### src/pkg/sssc_defs.svh
`ifndef SSSC_DEFS_SVH
`define SSSC_DEFS_SVH
// system power state codes on sys_state
`define SSSC_ST_S0 3'h0
`define SSSC_ST_S0I3 3'h1
`define SSSC_ST_S3 3'h2
`define SSSC_ST_S4 3'h3
`define SSSC_ST_S5 3'h4
`define SSSC_ST_DEEP 3'h5
// management engine state codes
`define SSSC_ME_ON 2'h0
`define SSSC_ME_LOWPWR 2'h1
`define SSSC_ME_OFF 2'h2
// cycles a pad is held low after its well reset releases
`define SSSC_SETTLE_CYC 4'h4
`endif

### src/pkg/sssc_pkg.sv
package sssc_pkg;
    typedef enum logic [2:0] {
        SSSC_S0 = 3'b000,
        SSSC_S0I3 = 3'b001,
        SSSC_S3 = 3'b010,
        SSSC_S4 = 3'b011,
        SSSC_S5 = 3'b100,
        SSSC_DEEP = 3'b101
    } sssc_state_t;
    typedef enum logic [1:0] {
        SSSC_ME_ON_T = 2'b00,
        SSSC_ME_LP_T = 2'b01,
        SSSC_ME_OFF_T = 2'b10
    } sssc_me_t;
endpackage : sssc_pkg

### src/pkg/sssc_sync_if.sv
interface sssc_sync_if;
    logic raw;
    logic clean;
    modport src (output raw, input clean);
    modport dst (input raw, output clean);
endinterface : sssc_sync_if

### src/rtl/sssc_ctrl.sv
`include "sssc_defs.svh"
module sssc_ctrl (
    // clock and well resets
    input wire logic sys_clk,
    input wire logic rst_n,
    input wire logic resume_well_reset_n,
    input wire logic deep_well_power_good,
    input wire logic clock_well_reset_n,
    // state requests from the power controller (same clock)
    input wire sssc_pkg::sssc_state_t sys_state,
    input wire logic s0i3_criteria_met,
    input wire sssc_pkg::sssc_me_t engine_state,
    input wire logic wake_ack_request,
    // straps and configuration
    input wire logic deep_sleep_supported,
    input wire logic engine_on_in_sleep,
    input wire logic early_gate_high_en,
    input wire logic gate_native_mode,
    // pins
    output logic idle_state_indication_n,
    output logic cpu_deep_idle_gate_n,
    output logic sleep4_indication_n,
    output logic sleep5_indication_n,
    output logic aux_sleep_indication_n,
    output logic ac_power_present_o,
    output logic ac_power_present_oe,
    output logic suspend_powerdown_ack,
    output logic suspend_warning_n,
    output logic suspend_warn_mode
);
    import sssc_pkg::*;
    // well resets are asserted asynchronously and released through synchronisers
    sssc_sync_if prim_if ();
    sssc_sync_if dsw_if ();
    sssc_sync_if rtc_if ();
    assign prim_if.raw = resume_well_reset_n & rst_n;
    assign dsw_if.raw = deep_well_power_good & rst_n;
    assign rtc_if.raw = clock_well_reset_n & rst_n;
    sssc_sync u_prim_sync (.clk(sys_clk), .rst_n(prim_if.raw), .s(prim_if));
    sssc_sync u_dsw_sync (.clk(sys_clk), .rst_n(dsw_if.raw), .s(dsw_if));
    sssc_sync u_rtc_sync (.clk(sys_clk), .rst_n(rtc_if.raw), .s(rtc_if));
    logic prim_rst_n;
    logic dsw_rst_n;
    logic rtc_rst_n;
    assign prim_rst_n = prim_if.clean;
    assign dsw_rst_n = dsw_if.clean;
    assign rtc_rst_n = rtc_if.clean;

    // settle counter: dsw pads stay low until the buffer supply is stable
    logic [3:0] settle_reg;
    logic settled;
    assign settled = (settle_reg == `SSSC_SETTLE_CYC);
    always_ff @(posedge sys_clk or negedge dsw_rst_n) begin
        if (!dsw_rst_n) begin
            settle_reg <= 4'h0;
        end else if (!settled) begin
            settle_reg <= settle_reg + 4'h1;
        end
    end

    // deep-sleep-well sleep indications
    logic sleep4_next;
    logic sleep5_next;
    logic aux_next;
    always_comb begin
        sleep4_next = sleep4_indication_n;
        sleep5_next = sleep5_indication_n;
        aux_next = aux_sleep_indication_n;
        case (sys_state)
            SSSC_S0, SSSC_S0I3: begin
                sleep4_next = 1'b1;
                sleep5_next = 1'b1;
                aux_next = 1'b1;
            end
            SSSC_S3: begin
                sleep4_next = 1'b1;
                sleep5_next = 1'b1;
                aux_next = engine_on_in_sleep;
            end
            SSSC_S4: begin
                sleep4_next = 1'b0;
                sleep5_next = 1'b1;
                aux_next = engine_on_in_sleep;
            end
            SSSC_S5: begin
                sleep4_next = 1'b0;
                sleep5_next = 1'b0;
                aux_next = engine_on_in_sleep;
            end
            SSSC_DEEP: begin
                // hold sleep4 and sleep5 as driven before entry; aux follows engine_on_in_sleep
                sleep4_next = sleep4_indication_n;
                sleep5_next = sleep5_indication_n;
                aux_next = engine_on_in_sleep;
            end
            default: begin
                sleep4_next = sleep4_indication_n;
                sleep5_next = sleep5_indication_n;
                aux_next = aux_sleep_indication_n;
            end
        endcase
        if (!settled) begin
            // only low pulse allowed: while the pad supply settles
            sleep4_next = 1'b0;
            sleep5_next = 1'b0;
            aux_next = 1'b0;
        end
    end
    always_ff @(posedge sys_clk or negedge dsw_rst_n) begin
        if (!dsw_rst_n) begin
            sleep4_indication_n <= 1'b0;
            sleep5_indication_n <= 1'b0;
            aux_sleep_indication_n <= 1'b0;
        end else begin
            sleep4_indication_n <= sleep4_next;
            sleep5_indication_n <= sleep5_next;
            aux_sleep_indication_n <= aux_next;
        end
    end

    // ac present pad: drive low in reset without deep sleep support; with it, only in the first cycle after clock-well release.
    // the strap is caught by the always-on clock-well logic after its release.
    logic deep_strap_reg;
    always_ff @(posedge sys_clk or negedge rtc_rst_n) begin
        if (!rtc_rst_n) begin
            deep_strap_reg <= 1'b0;
        end else begin
            deep_strap_reg <= deep_sleep_supported;
        end
    end
    always_ff @(posedge sys_clk or negedge rtc_rst_n) begin
        if (!rtc_rst_n) begin
            ac_power_present_o <= 1'b0;
            ac_power_present_oe <= 1'b0;
        end else begin
            ac_power_present_o <= 1'b0;
            ac_power_present_oe <= !dsw_rst_n && !deep_strap_reg;
        end
    end

    // primary-well indications
    logic idle_next;
    always_comb begin
        idle_next = 1'b1;
        if (sys_state == SSSC_S0I3 && s0i3_criteria_met) begin
            idle_next = 1'b0;
        end
    end
    always_ff @(posedge sys_clk or negedge prim_rst_n) begin
        if (!prim_rst_n) begin
            idle_state_indication_n <= 1'b1;
        end else begin
            idle_state_indication_n <= idle_next;
        end
    end
    always_ff @(posedge sys_clk or negedge prim_rst_n) begin
        if (!prim_rst_n) begin
            cpu_deep_idle_gate_n <= 1'b1;
        end else if (gate_native_mode) begin
            cpu_deep_idle_gate_n <= idle_next;
        end else if (early_gate_high_en) begin
            cpu_deep_idle_gate_n <= 1'b1;
        end else begin
            cpu_deep_idle_gate_n <= 1'b0;
        end
    end

    // shared suspend pin: boots after the first one use warning mode while the deep-sleep strap is set
    logic booted_reg;
    always_ff @(posedge sys_clk or negedge rtc_rst_n) begin
        if (!rtc_rst_n) begin
            booted_reg <= 1'b0;
        end else if (prim_rst_n) begin
            booted_reg <= 1'b1;
        end
    end
    // the pin function is chosen once per boot, at the first primary-well edge
    logic mode_taken_reg;
    always_ff @(posedge sys_clk or negedge prim_rst_n) begin
        if (!prim_rst_n) begin
            mode_taken_reg <= 1'b0;
        end else begin
            mode_taken_reg <= 1'b1;
        end
    end
    always_ff @(posedge sys_clk or negedge prim_rst_n) begin
        if (!prim_rst_n) begin
            suspend_warn_mode <= 1'b0;
        end else if (!mode_taken_reg) begin
            // a strap change mid-boot must not flip the pin function under the board
            suspend_warn_mode <= booted_reg && deep_strap_reg;
        end
    end
    always_ff @(posedge sys_clk or negedge prim_rst_n) begin
        if (!prim_rst_n) begin
            suspend_powerdown_ack <= 1'b0;
            suspend_warning_n <= 1'b1;
        end else begin
            suspend_powerdown_ack <= !suspend_warn_mode && engine_state == SSSC_ME_OFF_T
                && wake_ack_request;
            suspend_warning_n <= !(suspend_warn_mode && sys_state != SSSC_S0
                && sys_state != SSSC_S0I3);
        end
    end
endmodule : sssc_ctrl

### src/rtl/sssc_sync.sv
// three-stage synchroniser; output moves when stages two and three agree
module sssc_sync (
    // clock and reset
    input wire logic clk,
    input wire logic rst_n,
    // signal
    sssc_sync_if.dst s
);
    logic s1_reg;
    logic s2_reg;
    logic s3_reg;
    logic clean_reg;
    always_ff @(posedge clk or negedge rst_n) begin
        if (!rst_n) begin
            s1_reg <= 1'b0;
            s2_reg <= 1'b0;
            s3_reg <= 1'b0;
        end else begin
            s1_reg <= s.raw;
            s2_reg <= s1_reg;
            s3_reg <= s2_reg;
        end
    end
    always_ff @(posedge clk or negedge rst_n) begin
        if (!rst_n) begin
            clean_reg <= 1'b0;
        end else if (s2_reg == s3_reg) begin
            clean_reg <= s3_reg;
        end
    end
    assign s.clean = clean_reg;
endmodule : sssc_sync

### config.mk
export PLATFORM = sky130hd
export DESIGN_NAME = sssc_ctrl
export DESIGN_NICKNAME = d
export VERILOG_FILES = /design/src/pkg/sssc_pkg.sv /design/src/pkg/sssc_sync_if.sv /design/src/rtl/sssc_ctrl.sv /design/src/rtl/sssc_sync.sv
export VERILOG_INCLUDE_DIRS = /design/src /design/src/pkg
export SDC_FILE = /design/constraint.sdc
export NUM_CORES = 1
export LEC_CHECK = 0
export BUFFER_PORTS_ARGS = -buffer_cell sky130_fd_sc_hd__buf_4
export CAP_MARGIN = 20
export CORE_ASPECT_RATIO = 1.1
export CORE_MARGIN = 3
export CORE_UTILIZATION = 53
export CTS_CLUSTER_SIZE = 24
export DETAILED_ROUTE_END_ITERATION = 7
export PLACE_DENSITY = 0.8
export SYNTH_ARGS = -nofsm -noshare
export SYNTH_HDL_FRONTEND = slang
export SYNTH_HIERARCHICAL = 1
export SYNTH_SLANG_ARGS = --single-unit
### constraint.sdc
create_clock -name sys_clk -period 1.1 [get_ports sys_clk]
set_input_delay 0.055 -clock sys_clk [delete_from_list [all_inputs] [get_ports sys_clk]]
set_output_delay 0.055 -clock sys_clk [all_outputs]
set_load 0.05 [all_outputs]
### Word-level counts from Yosys, hierarchy flattened

Cells that the tools add are included.

| cells by class | value |
|---|---|
| mux-type cells | 9 |
| reduce and logical (&&, ||, !) cells | 18 |
| add/subtract/negate cells | 1 |
| bitwise operators | 3 |
| equal/unequal tests | 14 |

Operators by type and width:

| operator | number |
|---|---|
| 4-bit OR reduction | 2 |
| 1-bit logical AND | 7 |
| 3-bit by 2-bit == test with 1-bit output (second input constant) | 2 |
| 3-bit == test (second input constant) | 2 |
| 1-bit two-way mux | 6 |
| 3-bit by 2-bit != test with 1-bit output (second input constant) | 2 |
| 1-bit one-hot mux with 2 select lines | 3 |
| 4-bit by 1-bit adder with 4-bit output (second input constant) | 1 |
| 4-bit by 3-bit == test with 1-bit output (second input constant) | 1 |
| 1-bit logical NOT | 4 |
| 2-bit OR reduction | 2 |
| 1-bit bitwise AND | 3 |
| 1-bit == test | 3 |
| 3-bit by 1-bit == test with 1-bit output (second input constant) | 1 |
| 3-bit logical NOT | 1 |
| 3-bit by 1-bit != test with 1-bit output (second input constant) | 1 |
| 3-bit != test (second input constant) | 1 |
| 3-bit nonzero test | 1 |
| 3-bit OR reduction | 1 |
| 2-bit == test (second input constant) | 1 |

| word-level totals | value |
|---|---|
| bits of input ports | 16 |
| bits in registers | 28 |

### Depth between registers and ports, before layout

Gate-level depths: netlist (run 1).

| logic depth | value |
|---|---|
| word-level depth | 4 |
| gate-level depth with buffers | 4 |
| gate-level depth less buffers | 4 |

### Modules after synthesis

The synthesis (run 1) kept the hierarchy.

By module, submodules not included:

| module | times used | area an instance (sq um) | cells each | sequential area each (sq um) |
|---|---|---|---|---|
| sssc_ctrl | 1 | 668.1 | 55 | 404.1 |
| sssc_sync | 3 | 111.4 | 5 | 100.1 |

### Least setup slack after synthesis (run 1)

No wires, ideal clock.

| timing path | value |
|---|---|
| kind | reg2reg |
| from | register settle_reg[0] |
| to | register settle_reg[1] |
| library setup time | 0.125 ns |
| cell stages (with the launch flop) | 5 |
| setup slack | -0.097 ns |
| data arrival time | 1.071 ns |
| cells stage by stage | dfrtp_1 inv_1 ha_1 nand3b_4 mux2_4 |

| on the way | value |
|---|---|
| word-level cells in the longest chain between the ends | 1 |
| elaborated cells between the ends (all ways) | 2 |
| those cells by class | add/sub: 1; eq/ne: 1 |

RTL lines:

| item | line | source |
|---|---|---|
| start: declaration | sssc_ctrl.sv:50 | `logic [3:0] settle_reg;` |
| start signal: assignment | sssc_ctrl.sv:57 | `settle_reg <= settle_reg + 4'h1;` |
| 4-bit by 1-bit adder with 4-bit output or 4-bit by 3-bit == test with 1-bit output (tied branches) | -- |  |

Several ways; a longest one is shown, not always the timed one.
A chain may end at the register's enable or synchronous reset.

### Worst setup path in the final report (run 1)

Same ends and word-level chain as after synthesis.

==> reports/results.tsv, run 1 <==
metric	value	unit
status	finished, violations left	
failing checks	hold timing, setup timing	
pin count of the biggest net entering global routing	17	
post-layout minimum cycle time	1150	ps
main area contributors after synthesis	dfrtp_1 (62%), dfstp_2 (7.9%), ha_1 (3.7%)	
Util after Layout	89.1	%
Synth Instances	70	
Final nets	139	
Overall Global Routing Usage	20.7	%
max FFs per register	4	
placed cell count	116	
sequence of cells on the critical path	inv_2, ha_4, nand3b_4, mux2_4	
number of synthesis warnings	6	
Die ar.	2450	sq um
hpwl dp	1.27	mm
max-slew violations	0	
area fraction of the dominant cell type after synthesis	62.4	%
Rows	15	
crit end category	register	
Critical Path Max Stage Delay	420	ps
GR Overflow Total	0	
crit path max fanout	5	
Tcrit/Tclk final	105	%
final setup fails	3	
WL/cell	15.8	microns
Mapped Area	1000	sq um
ant diodes	0	
most common cell after layout, fill and taps aside	buf_4	
CORE AREA	1670	sq um
slowest CP cell	dfrtp_1	
TritonCTS Buffers	3	
min-delay worst type	in -> reg	
layout cells sized above 1	42.0	%
Post-DP Area	1250	sq um
WS Path Type	reg -> reg	
Top-Level Pins	26	
max-cap viol count	0	
Horiz. Die Dim	47.5	microns
antenna violations before repair	0	
hold slack final	-11.7	ps
WP data required	1330	ps
first-pass GRT wire length	3.39	mm
Yosys top cell by area	dfrtp_1	
Port Buf Inserts	24	
R2R Setup Slk	-50	ps
dpl ws	-36.5	ps
Worst-path clk slew	140	ps
Final Non-Filler Cells	136	
antenna-violating nets left	0	
CTS tree	yes	
Yosys cell types	23	
fmax	0.867	GHz
syn avg cell area	14.3	sq um
Critical Path Start Type	register	
kind of cell adding the most delay to the critical path	flip-flops	
vias per std cell	5.16	
critical path arrival	1380	ps
Initial Util	60.0	%
# clock sinks	28	
post-route cell area	1490	sq um
worst setup margin	-54.0	ps
crit path buf inv count	1	
Detailed Routing Iterations Pass 1	4	
Setup Skew	5.69	ps
Yosys reg bits	28	
Total Routed Length	2.15	mm
DRC	0	
PwrDens	1420	nW/um^2
most frequent cells in the layout	buf_4 (29), dfrtp_1 (25), dlygate4sd3_1 (14)	
Max clock buf depth	2	
Hold Vio Cnt, Final	1	
Layout area overhead	48.4	%
H-tree levels	1	
detailed router's first-iteration violation count	7	
register area share after synthesis	70.3	%
vias in the first global route	795	
Pleak	0.738	nW
Worst-Skew Late Latency	330	ps
die height	51.6	microns
RSZ-0062 raised after global routing	yes	
routed via count	702	
syn_nets	89	
CTS root buffer	clkbuf_4	
VDD IR-drop max	0.00101	V
RD Place Congestion	0.743	
## where the power goes
part,internal [mW],switching (mW),leakage (nW)
clock,0.369,0.293,0.0279
sequential,1.09,0.0327,0.354
combinational,0.143,0.185,0.356
total,1.60,0.511,0.738
## metrics by stage
step,setup TNS [ps],power (mW)
floorplan,-27.6,1.29
global placement,-4.38,1.40
detailed placement,-38.1,1.41
CTS,-88.3,2.11
global route,-306,2.20
finish,-104,2.11
## final cells by class
| class | count | area [sq um] |
|---|---|---|
| sequential | 28 | 704 |
| timing repair buffer | 46 | 403 |
| multi-input combinational | 37 | 292 |
| fill | 69 | 183 |
| clock inverter | 1 | 30.0 |
| clock buffer | 3 | 22.5 |
| tap | 17 | 21.3 |
| inverter | 4 | 15.0 |
## metal layers
| layer | routed length, microns | part of all wire [%] | track usage [%] | up-vias |
|---|---|---|---|---|
| met4 | 45 | 2.1 | 11.1 | 0 |
| met3 | 94 | 4.4 | 2.08 | 4 |
| li1 | - | - | - | 330 |
| met5 | 0 | 0 | 0 | - |
| met2 | 1210 | 56 | 37.1 | 26 |
| met1 | 806 | 37 | 22.6 | 342 |
## cells by family (layout without fill, tap and decap cells)
family	Yosys count	count (layout)	synth area share, %
adder cells (fa/ha/maj)	6	6	7.12
AO/OA/AOI/OAI	7	7	4.24
flip-flops	28	28	70.3
AND/OR/NAND/NOR	18	18	11.0
multiplexers	2	2	2.62
buffers and inverters	5	54	2.25
XOR/XNOR	2	2	1.75
other	2	2	0.749
## worst min-delay path, cell delays in order
cell	delay (ps)
buf_4	110
inv_1	60
nand3_1	70
## worst paths after layout
| check | startpoint | end | cells after the start |
|---|---|---|---|
| setup / recovery | settle_reg[0]$_DFFE_PN0N_ | settle_reg[1]$_DFFE_PN0N_ | 4 |
| hold reg to reg | u_rtc_sync/s.clean$_DFFE_PN0N_ | booted_reg$_DFFE_PN0P_ | 0 |
| max in group asynchronous | rst_n | u_dsw_sync/s.clean$_DFFE_PN0N_ | 4 |
| min in group asynchronous | u_rtc_sync/s.clean$_DFFE_PN0N_ | booted_reg$_DFFE_PN0P_ | 0 |
| setup reg to reg | settle_reg[0]$_DFFE_PN0N_ | settle_reg[1]$_DFFE_PN0N_ | 4 |
| hold / removal | sys_state[1] | idle_state_indication_n$_DFF_PN1_ | 3 |
## what timing repair did
action / in CTS / in global routing
setup endpoints to repair: 8 / 10
hold buffers: 15 / 0
endpoints found under the hold margin: 19 / 0
gates resized for setup: 4 / 3
setup buffers: 1 / 1
pin swaps: 1 / 0
## synthesized netlist by cell type
cell      number
nor3_1         2
nand3b_4       1
dfstp_2        3
a221oi_1       1
or2_2          1
maj3_2         3
a21oi_1        1
nand2_1        3
nor2b_1        2
buf_4          1
and2_1         3
o21ai_0        4
nand3_1        2
mux2_4         1
xnor2_1        2
nor2_1         3
dfrtp_1       25
mux2_2         1
nor4bb_1       1
conb_1         2
inv_1          4
ha_1           3
a41oi_1        1
Note: power is estimated with default switching activity, not from simulation.
==> run 2: changes to the inputs <==
- CAP_MARGIN: 20 -> unset
- CORE_UTILIZATION: 53 -> 57
- CTS_BUF_LIST: unset -> sky130_fd_sc_hd__clkbuf_2
- PLACE_DENSITY: 0.8 -> 0.85
==> run 2 against run 1 <==
Compared with the run above:
- the flow now stops in 5_1_grt
- synthesized cell count stayed put
- synthesized area did not move
==> reports/results.tsv, run 2 <==
metric	value	unit	change
Yosys cell types	23		unchanged
TritonCTS Buffers	3		unchanged
placed cell count	117		+0.86%
die height	50.0	microns	-3.1%
Commonest cells post-synth	dfrtp_1 (25), inv_1 (4), o21ai_0 (4)		
Port Buf Inserts	24		unchanged
Yosys reg bits	28		unchanged
Worst EP Category	primary output		
number of synthesis warnings	6		unchanged
GR repair worst EP	idle_state_indication_n		
CTS root buffer	clkbuf_2		
Synth Flop Type	dfrtp_1		
main area contributors after synthesis	dfrtp_1 (62%), dfstp_2 (7.9%), ha_1 (3.7%)		
Rows	15		unchanged
area fraction of the dominant cell type after synthesis	62.4	%	unchanged
# clock sinks	28		unchanged
H-tree levels	1		unchanged
RD Place Congestion	0.705		-5.1%
register area share after synthesis	70.3	%	unchanged
Initial Util	62.1	%	+2.1 points
most frequent cell after synthesis	dfrtp_1		
pin count of the biggest net entering global routing	17		
Async S/R FF share, synth	100	%	unchanged
syn_nets	89		unchanged
Yosys top cell by area	dfrtp_1		
syn avg cell area	14.3	sq um	unchanged
Synth Instances	70		unchanged
Stop stage	5_1_grt		
hpwl dp	1.39	mm	+9.8%
Top-Level Pins	26		unchanged
Horiz. Die Dim	46.0	microns	-3.1%
antenna violations before repair	0		
status	aborted with a tool error		
Max clock buf depth	2		unchanged
Mapped Area	1000	sq um	unchanged
EDFF count, synth	0		unchanged
Error	[ERROR DPL-0033] detailed placement checks failed during check placement.		
## run 2: through the flow
step	instance area [sq um]	setup WS, ps	hold WS [ps]
floorplan	1010	-27.6	-101
global placement	1260	11.3	-3.07
detailed placement	1260	-38.4	5.38
CTS	1520	-85.5	16.8
## run 2: timing repair
action	4_1_cts
pin swaps	1
setup endpoints to repair	10
hold endpoints to repair	20
setup buffers	1
resized for setup	7
hold buffers	18
## run 2: cell families after synthesis
| family | count (synthesis) | synth area share [%] |
|---|---|---|
| xor gates and xnor gates | 2 | 1.75 |
| muxes | 2 | 2.62 |
| DFF | 28 | 70.3 |
| AOI/OAI and AO/OA | 7 | 4.24 |
| buffers and inverters | 5 | 2.25 |
| adders and majority gates | 6 | 7.12 |
| and+or+nand+nor | 18 | 11.0 |
| other | 2 | 0.749 |
==> run 3: changes to the inputs <==
- CORE_AREA: unset -> 3 3 64 66
- CORE_ASPECT_RATIO: 1.1 -> unset
- CORE_MARGIN: 3 -> unset
- CORE_UTILIZATION: 57 -> unset
- CTS_BUF_LIST: sky130_fd_sc_hd__clkbuf_2 -> unset
- CTS_CLUSTER_SIZE: 24 -> unset
- DIE_AREA: unset -> 0 0 67 69
- PLACE_DENSITY: 0.85 -> unset
- PLACE_DENSITY_LB_ADDON: unset -> 0.15
==> run 3 against run 2 <==
Compared with the run above:
- the flow now finishes, with violations (setup timing)
==> reports/results.tsv, run 3 (same netlist as run 1, synthesis figures left out) <==
metric	value	unit	change
GRT Max-Usage Layer	met2		
H-tree levels	1		unchanged
fmax	0.866	GHz	
vias in the first global route	692		
final setup fails	3		
Worst-Skew Late Latency	270	ps	
most common cell after layout, fill and taps aside	buf_4		
Overall Global Routing Usage	8.62	%	
GR Overflow Total	0		
combinational share of power	14.1	%	
die height	69	microns	+38%
DRC	0		
Tcrit/Tclk final	105	%	
crit path from	settle_reg[1]$_DFFE_PN0N_		
min-delay worst type	in -> reg		
Design Power	2.21	mW	
vias per std cell	3.96		
Top-Level Pins	26		unchanged
CTS tree	yes		
Post-DP Area	1310	sq um	+3.7%
first-pass GRT wire length	3.04	mm	
Total Routed Length	1.75	mm	
Horiz. Die Dim	67	microns	+46%
Pleak	0.746	nW	
antenna violations before repair	0		
Max clock buf depth	2		unchanged
RSZ-0062 raised after global routing	yes		
Util after Layout	42.4	%	
Rows	22		+7
Detailed Routing Iterations Pass 1	2		
max-slew violations	0		
routed via count	665		
hpwl dp	1.27	mm	-9.1%
post-layout minimum cycle time	1150	ps	
Layout area overhead	53.7	%	
Critical Path Start Type	register		
Setup Skew	2.90	ps	
GR Util met1	11.0	%	
footprint of the multi-input gates	303	sq um	
max-cap viol count	0		
WL/cell	10.4	microns	
crit end category	register		
antenna-violating nets left	0		
Worst-path clk slew	90	ps	
Die ar.	4620	sq um	
CORE AREA	3630	sq um	
Int Pwr	1.71	mW	
WP data required	1260	ps	
TritonCTS Buffers	3		unchanged
Initial Util	27.6	%	-35 points
layout cells sized above 1	45.0	%	
M2 GR Usage	13.2	%	
Hold Vio Cnt, Final	0		
Final nets	140		
switching fraction of total power	22.7	%	
Register Area	704	sq um	
PwrDens	1430	nW/um^2	
R2R Path Start	settle_reg[1]$_DFFE_PN0N_		
Net Switching	0.501	mW	
Reg power frac	50.4	%	
pin count of the biggest net entering global routing	17		
post-route cell area	1540	sq um	
FILL cells	351		
critical path arrival	1310	ps	
WS Path Type	reg -> reg		
Hold Crit Start	engine_state[1]		
max FFs per register	4		
crit path max fanout	5		
most frequent cells in the layout	buf_4 (34), dfrtp_1 (25), dlygate4sd3_1 (12)		
worst setup margin	-54.8	ps	
clock share of power	35.5	%	
CTS root buffer	clkbuf_8		
# clock sinks	28		unchanged
VDD IR-drop max	0.000688	V	
detailed router's first-iteration violation count	12		
failing checks	setup timing		
RD Place Congestion	0.648		-8.1%
Port Buf Inserts	24		unchanged
status	finished, violations left		
M3 GR Usage	1.95	%	
ant diodes	0		
-- run 3: per-layer routing --
metal | vias to the layer above | share of wire (%)
li1 | 329 | -
met1 | 316 | 47
met2 | 16 | 46
met3 | 4 | 5.5
met4 | 0 | 2.1
met5 | - | 0
-- run 3: layout make-up --
class / count / share of cell area [%]
tap: 48 / 3.90
clock inverter: 1 / 1.95
timing repair buffer: 47 / 25.1
inverter: 4 / 0.975
clock buffer: 3 / 2.68
sequential: 28 / 45.7
multi-input combinational: 37 / 19.7
-- run 3: stage by stage --
step / std cells / hold slack [ps] / worst slack [ps] / TNS, ps
6_report: 168 / 34.2 / -54.8 / -69.5
5_1_grt: 168 / 16.1 / -108 / -452
4_1_cts: 167 / 26.0 / -48.8 / -91.2
3_5_place_dp: 149 / 10.5 / -43.6 / -81.5
3_3_place_gp: 149 / 2.85 / -7.09 / -7.09
2_1_floorplan: 70 / -101 / -27.6 / -27.6
-- run 3: critical path, stage by stage, from the launching register on --
cell and delay [ps]:
dfrtp_1 410, inv_2 70, ha_4 140, nand3b_4 110
mux2_4 310
-- run 3: worst paths after layout --
check | endpoint | slack, ps | depth (start not counted)
worst max register to register | settle_reg[1]$_DFFE_PN0N_ | -50 | 4
worst min register to register | ac_power_present_oe$_DFF_PN0_ | 70 | 0
worst min-delay path | suspend_powerdown_ack$_DFF_PN0_ | 30 | 2
worst max-delay path | settle_reg[1]$_DFFE_PN0N_ | -50 | 4
min in group asynchronous | ac_power_present_oe$_DFF_PN0_ | 70 | 0
max in group asynchronous | u_rtc_sync/s2_reg$_DFF_PN0_ | 100 | 4
-- run 3: power by group through the flow --
stage / Sequential [mW] / Clock (mW) / Combinational, mW
after CTS: 1.12 / 0.822 / 0.307
final: 1.11 / 0.783 / 0.311
after floorplan: 1.24 / 0 / 0.0573
after global placement: 1.13 / 0 / 0.268
after detailed placement: 1.14 / 0 / 0.270
after global routing: 1.12 / 0.876 / 0.335
-- run 3: timing repair --
action / 4_1_cts / 5_1_grt
gates resized for setup: 1 / 3
setup endpoints to repair: 3 / 7
pin swaps: 0 / 1
hold buffers: 12 / 0
buffers inserted: 2 / 1
hold endpoints to repair: 19 / 0
